[config.mk]
export PLATFORM = sky130hd
export DESIGN_NAME = frame_words
export DESIGN_NICKNAME = d
export VERILOG_FILES = /design/src/hw/framer_words_pkg.sv /design/src/hw/frame_words.sv /design/src/hw/word_store.sv
export SDC_FILE = /design/constraint.sdc
export NUM_CORES = 1
export LEC_CHECK = 0
export ABC_AREA = 1
export ABC_CLOCK_PERIOD_IN_PS = 3300
export BUFFER_PORTS_ARGS = -buffer_cell sky130_fd_sc_hd__buf_2
export CAP_MARGIN = 40
export CORE_MARGIN = 4
export CORE_UTILIZATION = 56
export DETAILED_ROUTE_END_ITERATION = 16
export PLACE_DENSITY_LB_ADDON = 0.12
export SETUP_SLACK_MARGIN = 0.2
export SYNTH_ARGS = -nofsm -noshare
export SYNTH_HDL_FRONTEND = slang
export SYNTH_SLANG_ARGS = --single-unit
[constraint.sdc]
create_clock -name CLK -period 3.3 [get_ports CLK]
set_clock_uncertainty 0.2 [all_clocks]
set_input_delay 0.66 -clock CLK [delete_from_list [all_inputs] [get_ports CLK]]
set_output_delay 0.66 -clock CLK [all_outputs]
set_load 0.1 [all_outputs]
[src/hw/framer_words_pkg.sv]
// Purpose: Shared constants for the frame control and status word block.
// Assumes: 32 channels of 8 bits per frame, sent most significant bit first.
// Notes:   Channel numbers below are slots within one frame.
package framer_words_pkg;

    localparam int unsigned CHANNELS     = 32;
    localparam int unsigned CH_BITS      = 5;
    localparam int unsigned POS_BITS     = 8;

    // Frame position held while waiting for the first bit of a frame
    localparam logic [7:0]  POS_IDLE     = 8'hFF;
    localparam logic [2:0]  LAST_BIT     = 3'h7;

    // Control stream slots
    localparam logic [4:0]  CH_TX_MFAS   = 5'h00;
    localparam logic [4:0]  CH_SIG_LAST  = 5'h0F;
    localparam logic [4:0]  CH_TX_FAS    = 5'h10;
    localparam logic [4:0]  CH_TX_NFAS   = 5'h11;
    localparam logic [4:0]  CH_NO_PCC_A  = 5'h0F;
    localparam logic [4:0]  CH_NO_PCC_B  = 5'h1F;
    localparam logic [4:0]  SIG_UPPER    = 5'h0F;

    // Status stream slots
    localparam logic [4:0]  CH_RX_MFAS   = 5'h00;
    localparam logic [4:0]  CH_RX_FAS    = 5'h10;
    localparam logic [4:0]  CH_RX_NFAS   = 5'h11;
    localparam logic [4:0]  CH_SYNC_STAT = 5'h12;
    localparam logic [4:0]  CH_PHASE     = 5'h13;
    localparam logic [4:0]  CH_CRC_COUNT = 5'h14;
    localparam logic [4:0]  CH_CRC_STAT  = 5'h15;

    // Per-channel control word fields
    localparam int unsigned PCC_ADI_BIT  = 7;
    localparam int unsigned PCC_LOOP_BIT = 6;

    // Values after reset and for empty slots
    localparam logic [7:0]  WORD_RESET   = 8'h00;
    localparam logic [7:0]  STATUS_FILL  = 8'h00;

endpackage

[src/hw/frame_words.sv]
// Purpose: Serial control word capture and status word output, one frame of 32 slots.
// Assumes: BIT_STB pulses once per serial bit, two or more clocks apart.
// Notes:   FRAME_PULSE_IN arms the first bit of each frame.
`timescale 1ns/1ps
module frame_words
    import framer_words_pkg::*;
(
    // Clock and reset
    input  wire logic                         CLK,
    input  wire logic                         RST_N,
    // Serial streams
    input  wire logic                         BIT_STB,
    input  wire logic                         FRAME_PULSE_IN,
    input  wire logic                         CONTROL_STREAM_0,
    input  wire logic                         CONTROL_STREAM_1,
    output logic                              STATUS_STREAM_OUT,
    // Status from the framer core
    input  wire logic                         FRAME_SYNC_LOST,
    input  wire logic                         MULTIFRAME_SYNC_LOST,
    input  wire logic                         ALIGN_ERROR,
    input  wire logic                         SLIP_EVENT,
    input  wire logic                         RECEIVE_ALL_ONES_ALARM,
    input  wire logic                         SLOT16_ALL_ONES_ALARM,
    input  wire logic                         EXTERNAL_STATUS_LEVEL,
    input  wire logic                         REMOTE_SUBMF2_OK,
    input  wire logic                         REMOTE_SUBMF1_OK,
    input  wire logic                         CRC_TIMER,
    input  wire logic                         CRC_REFRAME_FORCED,
    input  wire logic                         CRC_FRAME_MISSING,
    input  wire logic                         PHASE_BIT8,
    input  wire logic [4:0]                   TX_TIMESLOT_COUNT,
    input  wire logic [2:0]                   TX_BIT_COUNT,
    input  wire logic [7:0]                   CRC_ERROR_TALLY,
    input  wire logic [7:0]                   RX_FRAME_ALIGN,
    input  wire logic [7:0]                   RX_MULTIFRAME_ALIGN,
    input  wire logic [7:0]                   RX_NONALIGN_WORD,
    // Received signalling write port
    input  wire logic                         RX_CAS_WE,
    input  wire logic [3:0]                   RX_CAS_SLOT,
    input  wire logic [7:0]                   RX_CAS_DATA,
    // Per-channel lookup
    input  wire logic [4:0]                   LOOKUP_CH,
    output logic                              ALTERNATE_DIGIT_INVERSION,
    output logic                              CHAN_LOOPBACK,
    output logic [3:0]                        TX_SIG_ABCD,
    // Transmit overhead words
    output logic [7:0]                        TX_FRAME_ALIGN,
    output logic [7:0]                        TX_MULTIFRAME_ALIGN,
    output logic [7:0]                        TX_NONALIGN_WORD
);
    // ************************************************************
    // Frame position and deserialisers
    // ************************************************************
    logic [7:0] pos_reg, pos_next;
    logic       first_reg, first_next;
    logic [6:0] sh0_reg, sh0_next;
    logic [6:0] sh1_reg, sh1_next;
    logic [7:0] out_sh_reg, out_sh_next;
    logic       slip_tgl_reg, slip_tgl_next;
    logic [7:0] fas_reg, fas_next;
    logic [7:0] mfas_reg, mfas_next;
    logic [7:0] nfas_reg, nfas_next;
    logic       sel_low_reg, sel_low_next;

    logic [4:0] cur_ch;
    logic [4:0] next_ch;
    logic       word_done;
    logic [7:0] word0;
    logic [7:0] word1;
    logic       pcc_we;
    logic       sig_we;
    logic [7:0] pcc_rdata;
    logic [7:0] tsig_rdata;
    logic [7:0] rcas_rdata;
    logic [3:0] tsig_raddr;
    logic [7:0] status_word;

    assign cur_ch    = pos_reg[7:3];
    assign next_ch   = 5'(cur_ch + 5'h01);
    assign word_done = BIT_STB && !FRAME_PULSE_IN && !first_reg && (pos_reg[2:0] == LAST_BIT);
    assign word0     = {sh0_reg, CONTROL_STREAM_0};
    assign word1     = {sh1_reg, CONTROL_STREAM_1};
    assign pcc_we    = word_done && (cur_ch != CH_NO_PCC_A) && (cur_ch != CH_NO_PCC_B);
    assign sig_we    = word_done && (cur_ch != CH_TX_MFAS) && (cur_ch <= CH_SIG_LAST);

    // Builds the status word for one slot of the outgoing frame
    function automatic logic [7:0] status_for(input logic [4:0] ch, input logic [7:0] cas);
        logic [7:0] w;
        w = STATUS_FILL;
        unique case (ch)
            CH_RX_MFAS:   w = RX_MULTIFRAME_ALIGN;
            CH_RX_FAS:    w = RX_FRAME_ALIGN;
            CH_RX_NFAS:   w = RX_NONALIGN_WORD;
            CH_SYNC_STAT: w = {FRAME_SYNC_LOST, MULTIFRAME_SYNC_LOST, ALIGN_ERROR, slip_tgl_reg,
                               RECEIVE_ALL_ONES_ALARM, SLOT16_ALL_ONES_ALARM,
                               EXTERNAL_STATUS_LEVEL, 1'b0};
            CH_PHASE:     w = {TX_TIMESLOT_COUNT, TX_BIT_COUNT};
            CH_CRC_COUNT: w = CRC_ERROR_TALLY;
            CH_CRC_STAT:  w = {REMOTE_SUBMF2_OK, REMOTE_SUBMF1_OK, 1'b0, CRC_TIMER,
                               CRC_REFRAME_FORCED, CRC_FRAME_MISSING, 1'b0, PHASE_BIT8};
            default: begin
                if (ch <= CH_SIG_LAST) begin
                    w = cas;
                end
            end
        endcase
        return w;
    endfunction

    always_comb begin
        status_word = status_for(next_ch, rcas_rdata);
    end

    always_comb begin
        pos_next      = pos_reg;
        first_next    = first_reg;
        sh0_next      = sh0_reg;
        sh1_next      = sh1_reg;
        out_sh_next   = out_sh_reg;
        slip_tgl_next = slip_tgl_reg ^ SLIP_EVENT;
        fas_next      = fas_reg;
        mfas_next     = mfas_reg;
        nfas_next     = nfas_reg;
        if (FRAME_PULSE_IN) begin
            pos_next   = POS_IDLE;
            first_next = 1'b1;
        end else if (BIT_STB) begin
            pos_next   = 8'(pos_reg + 8'h01);
            first_next = 1'b0;
            sh0_next   = word0[6:0];
            sh1_next   = word1[6:0];
            if (pos_reg[2:0] == LAST_BIT) begin
                out_sh_next = status_word;
            end else begin
                out_sh_next = {out_sh_reg[6:0], 1'b0};
            end
            if (word_done) begin
                unique case (cur_ch)
                    CH_TX_MFAS: mfas_next = word1;
                    CH_TX_FAS:  fas_next  = word1;
                    CH_TX_NFAS: nfas_next = word1;
                    default: ;
                endcase
            end
        end
    end

    always_ff @(posedge CLK or negedge RST_N) begin
        if (!RST_N) begin
            pos_reg      <= POS_IDLE;
            first_reg    <= 1'b1;
            sh0_reg      <= '0;
            sh1_reg      <= '0;
            out_sh_reg   <= STATUS_FILL;
            slip_tgl_reg <= 1'b0;
            fas_reg      <= WORD_RESET;
            mfas_reg     <= WORD_RESET;
            nfas_reg     <= WORD_RESET;
        end else begin
            pos_reg      <= pos_next;
            first_reg    <= first_next;
            sh0_reg      <= sh0_next;
            sh1_reg      <= sh1_next;
            out_sh_reg   <= out_sh_next;
            slip_tgl_reg <= slip_tgl_next;
            fas_reg      <= fas_next;
            mfas_reg     <= mfas_next;
            nfas_reg     <= nfas_next;
        end
    end

    assign STATUS_STREAM_OUT   = out_sh_reg[7];
    assign TX_FRAME_ALIGN      = fas_reg;
    assign TX_MULTIFRAME_ALIGN = mfas_reg;
    assign TX_NONALIGN_WORD    = nfas_reg;

    // ************************************************************
    // Word memories
    // ************************************************************
    word_store #(.WIDTH(8), .DEPTH(CHANNELS), .AW(CH_BITS)) pcc_store (
        .CLK   (CLK),
        .RST_N (RST_N),
        .WE    (pcc_we),
        .WADDR (cur_ch),
        .WDATA (word0),
        .RADDR (LOOKUP_CH),
        .RDATA (pcc_rdata)
    );

    // Channels 16..30 fetch the lower nibble of slot N-15
    assign tsig_raddr = (LOOKUP_CH > SIG_UPPER) ? 4'(LOOKUP_CH - SIG_UPPER) : LOOKUP_CH[3:0];

    word_store #(.WIDTH(8), .DEPTH(16), .AW(4)) tx_sig_store (
        .CLK   (CLK),
        .RST_N (RST_N),
        .WE    (sig_we),
        .WADDR (cur_ch[3:0]),
        .WDATA (word1),
        .RADDR (tsig_raddr),
        .RDATA (tsig_rdata)
    );

    word_store #(.WIDTH(8), .DEPTH(16), .AW(4)) rx_cas_store (
        .CLK   (CLK),
        .RST_N (RST_N),
        .WE    (RX_CAS_WE),
        .WADDR (RX_CAS_SLOT),
        .WDATA (RX_CAS_DATA),
        .RADDR (next_ch[3:0]),
        .RDATA (rcas_rdata)
    );

    // ************************************************************
    // Per-channel lookup outputs
    // ************************************************************
    always_comb begin
        sel_low_next = LOOKUP_CH > SIG_UPPER;
    end

    always_ff @(posedge CLK or negedge RST_N) begin
        if (!RST_N) begin
            sel_low_reg <= 1'b0;
        end else begin
            sel_low_reg <= sel_low_next;
        end
    end

    assign ALTERNATE_DIGIT_INVERSION = !pcc_rdata[PCC_ADI_BIT];
    assign CHAN_LOOPBACK             = pcc_rdata[PCC_LOOP_BIT];
    assign TX_SIG_ABCD               = sel_low_reg ? tsig_rdata[3:0] : tsig_rdata[7:4];
endmodule // frame_words

[src/hw/word_store.sv]
// Purpose: Small word memory, one write port and one registered read port.
// Assumes: Read data appear one clock after the read address.
// Notes:   Contents are not reset; the read register is.
`timescale 1ns/1ps
module word_store #(
    parameter int unsigned WIDTH = 8,
    parameter int unsigned DEPTH = 32,
    parameter int unsigned AW    = 5
) (
    // Clock and reset
    input  wire logic             CLK,
    input  wire logic             RST_N,
    // Write port
    input  wire logic             WE,
    input  wire logic [AW-1:0]    WADDR,
    input  wire logic [WIDTH-1:0] WDATA,
    // Read port
    input  wire logic [AW-1:0]    RADDR,
    output logic      [WIDTH-1:0] RDATA
);
    logic [WIDTH-1:0] mem [DEPTH];
    logic [WIDTH-1:0] rdata_next;

    always_comb begin
        rdata_next = mem[RADDR];
    end

    always_ff @(posedge CLK) begin
        if (WE) begin
            mem[WADDR] <= WDATA;
        end
    end

    always_ff @(posedge CLK or negedge RST_N) begin
        if (!RST_N) begin
            RDATA <= '0;
        end else begin
            RDATA <= rdata_next;
        end
    end
endmodule // word_store

==> results.tsv <==
metric	value	unit
CP max FO	6	
Inserted Clock Buffers	41	
DIE AREA	33800	um^2
fmax	348	MHz
Syn Std Cell Area	17300	um^2
Tightest Pin Transition	0.879	ns
TritonCTS Sinks	395	
DRT Pass-1 Iters	6	
Netlist cell types	45	
H-tree levels	2	
final wirelength	42200	um
total negative slack	0	ns
via count	12300	
commonest non-fill, non-tap cell in the layout	edfxtp_1	
GP Congestion	0.878	
biggest regs	rx_cas_store.mem (128), tx_sig_store.mem (128), pcc_store.mem (64)	
wire length per cell	19.7	um
FF-to-FF Start	pos_reg[0]	
Post-synth EDFFs	320	
worst skew pair latency	0.54	ns
Die Wd	184	um
Critical Path Source	pos_reg[0]	
ys async rst share	19.0	%
Synth Net Count	1680	
multi-input logic area	4900	um^2
GRT Util Overall	25.1	%
Slew Viols, Final	0	
post-layout util	64.3	%
CTS tree	yes	
Leak	7.96	nW
count of input and output buffers	107	
vias in the first global route	12000	
maxcap violations	0	
type of the worst setup path	reg2reg	
Starting Density	56.7	%
endpoint type of the worst setup path	register	
Die Y	184	um
RSZ-0062 raised after global routing	no	
synthesized instance count	1593	
worst reg2reg path depth	9	
Core Box Area	30500	um^2
Post-DRT Antenna Nets	0	
synthesis-stage register bit count	395	
fin cells	2135	
PwrDens	729	nW/um^2
CTS resizes	0	
top cell type's share of synthesized area	55.5	%
setup ws final	0.427	ns
root buffer cell	clkbuf_16	
first-pass GRT wire length	66600	um
DR DRC count	0	
share of cells above drive strength 1	15.4	%
status	finished clean	
largest vdd supply drop	540	uV
Setup crit end	tx_sig_store.mem[2][1]	
vias per inst	5.75	
Max Root-Sink Buffers	3	
largest net degree at the start of global routing	67	
clock slew at reported path FFs	0.06	ns
fin crit period	2.87	ns
Place WS	0.321	ns
most frequent cells in the layout	320 x edfxtp_1, 306 x nand2_1, 219 x nor2_1, 172 x nand3_1, 123 x inv_1	
Hold Crit Class	in2reg	
Post-Place Cells	2058	
global route total overflow	0	
top post-synthesis cells by area	edfxtp_1 56%, dfrtp_1 9.5%, nand2_1 6.7%	
register area	11500	um^2
Worst Hold Slack	0.100	ns
synthesized area per cell	10.9	um^2
r2r endpoint	tx_sig_store.mem[2][1]	
relative slew slack	41.2	%
Area Overhead vs Synth	13.4	%
critical path arrival	2.90	ns
Period Utilization, post-route	87.0	%
# IOs	108	
DP HPWL	27600	um
Ys Warns	0	
First DRT Iteration DRCs	1062	
register area share after synthesis	66.4	%
Reg2Reg Setup Slack	0.43	ns
most used flip-flop cell after synthesis	edfxtp_1	
Yosys top cell by area	edfxtp_1	
Nets	1793	
critical path launch point type	register	
Final setup viols	0	
fill count	2446	
antenna violations before repair	0	
Cell Rows	64	
Final Hold Viols	0	
Crit path required time	3.33	ns
Ant. Diodes	0	
-- critical path: stages (launching register included) --
cell,delay [ns]
dfstp_2,0.55
ha_1,0.18
ha_1,0.18
nand2_1,0.12
nor2_2,0.19
inv_1,0.10
nor3_2,0.31
nand2_1,0.25
nor2_1,0.28
buf_4,0.22
-- through the flow --
step | total power, mW | cell area (um^2)
floorplan | 8.74 | 17300
finish | 14.3 | 19600
detailed placement | 10.0 | 18300
global placement | 9.89 | 18200
global route | 15.1 | 19600
CTS | 14.4 | 19600
-- layer usage --
| metal | vias to the layer above | share of wire, % | GRT usage [%] |
|---|---|---|---|
| met3 | 75 | 7.7 | 3.94 |
| li1 | 5762 | - | - |
| met4 | 0 | 2.9 | 7.75 |
| met2 | 513 | 47 | 40.3 |
| met1 | 5919 | 43 | 35.9 |
| met5 | - | 0 | 0 |
-- worst min path at each step --
stage / cells after the start / slack [ns] / startpoint / end
finish: 2 / 0.10 / SLIP_EVENT / slip_tgl_reg
floorplan: 0 / 0.16 / RST_N / TX_FRAME_ALIGN[0]
detailed placement: 2 / 0.26 / sh0_reg[3] / sh0_reg[4]
global route: 2 / 0.08 / SLIP_EVENT / slip_tgl_reg
CTS: 2 / 0.08 / SLIP_EVENT / slip_tgl_reg
global placement: 2 / 0.25 / sh0_reg[4] / sh0_reg[4]
-- area by class of cell --
cell class / instances / area share [%]
Clock inverter: 14 / 0.472
Sequential cell: 395 / 58.6
Tap cell: 396 / 2.52
Inverter: 129 / 2.48
Multi-Input combinational cell: 986 / 25.0
Timing Repair Buffer: 153 / 4.91
Clock buffer: 62 / 6.09
-- kinds of logic (layout without fill, tap and decap cells) --
kind of cell	after synthesis	after routing	share of synthesized area (%)
adders and majority gates	10	10	0.723
DFF	395	395	66.4
buffers and inverters	212	358	5.36
AOI/OAI and AO/OA	178	178	6.48
and+or+nand+nor	775	775	19.6
xor gates and xnor gates	4	4	0.289
muxes	19	19	1.13
-- report_power, final --
| part | internal (mW) | switching (mW) | leakage, nW |
|---|---|---|---|
| Sequential | 5.76 | 0.247 | 3.86 |
| Combinational | 1.18 | 2.77 | 3.47 |
| Clock | 2.51 | 1.86 | 0.635 |
| Total | 9.45 | 4.87 | 7.96 |
-- synthesized netlist by cell type (2+ instances only) --
library cell,instances
edfxtp_1,320
o21bai_1,5
o32ai_1,21
nand3_1,172
buf_4,7
nor2_4,2
buf_2,25
inv_1,123
a21oi_1,10
dfstp_2,9
xor2_1,2
buf_6,8
clkbuf_1,38
o22ai_1,6
dfrtp_1,66
buf_1,4
nor2_1,219
ha_1,10
o221ai_1,17
nand2_2,6
o211ai_1,8
nand4_1,46
nor2_2,5
inv_2,4
mux2i_1,15
o22a_1,2
nand3b_1,2
o211ai_2,3
nand2_1,307
nand3_2,11
o21ai_0,103
mux2_2,4
-- what timing repair did --
action | CTS | global route
endpoints found under the hold margin | 25 | 0
setup endpoints to repair | 0 | 0
setup buffers | 0 | 0
hold buffers | 1 | 0
Power figures use the tool's default switching activity.
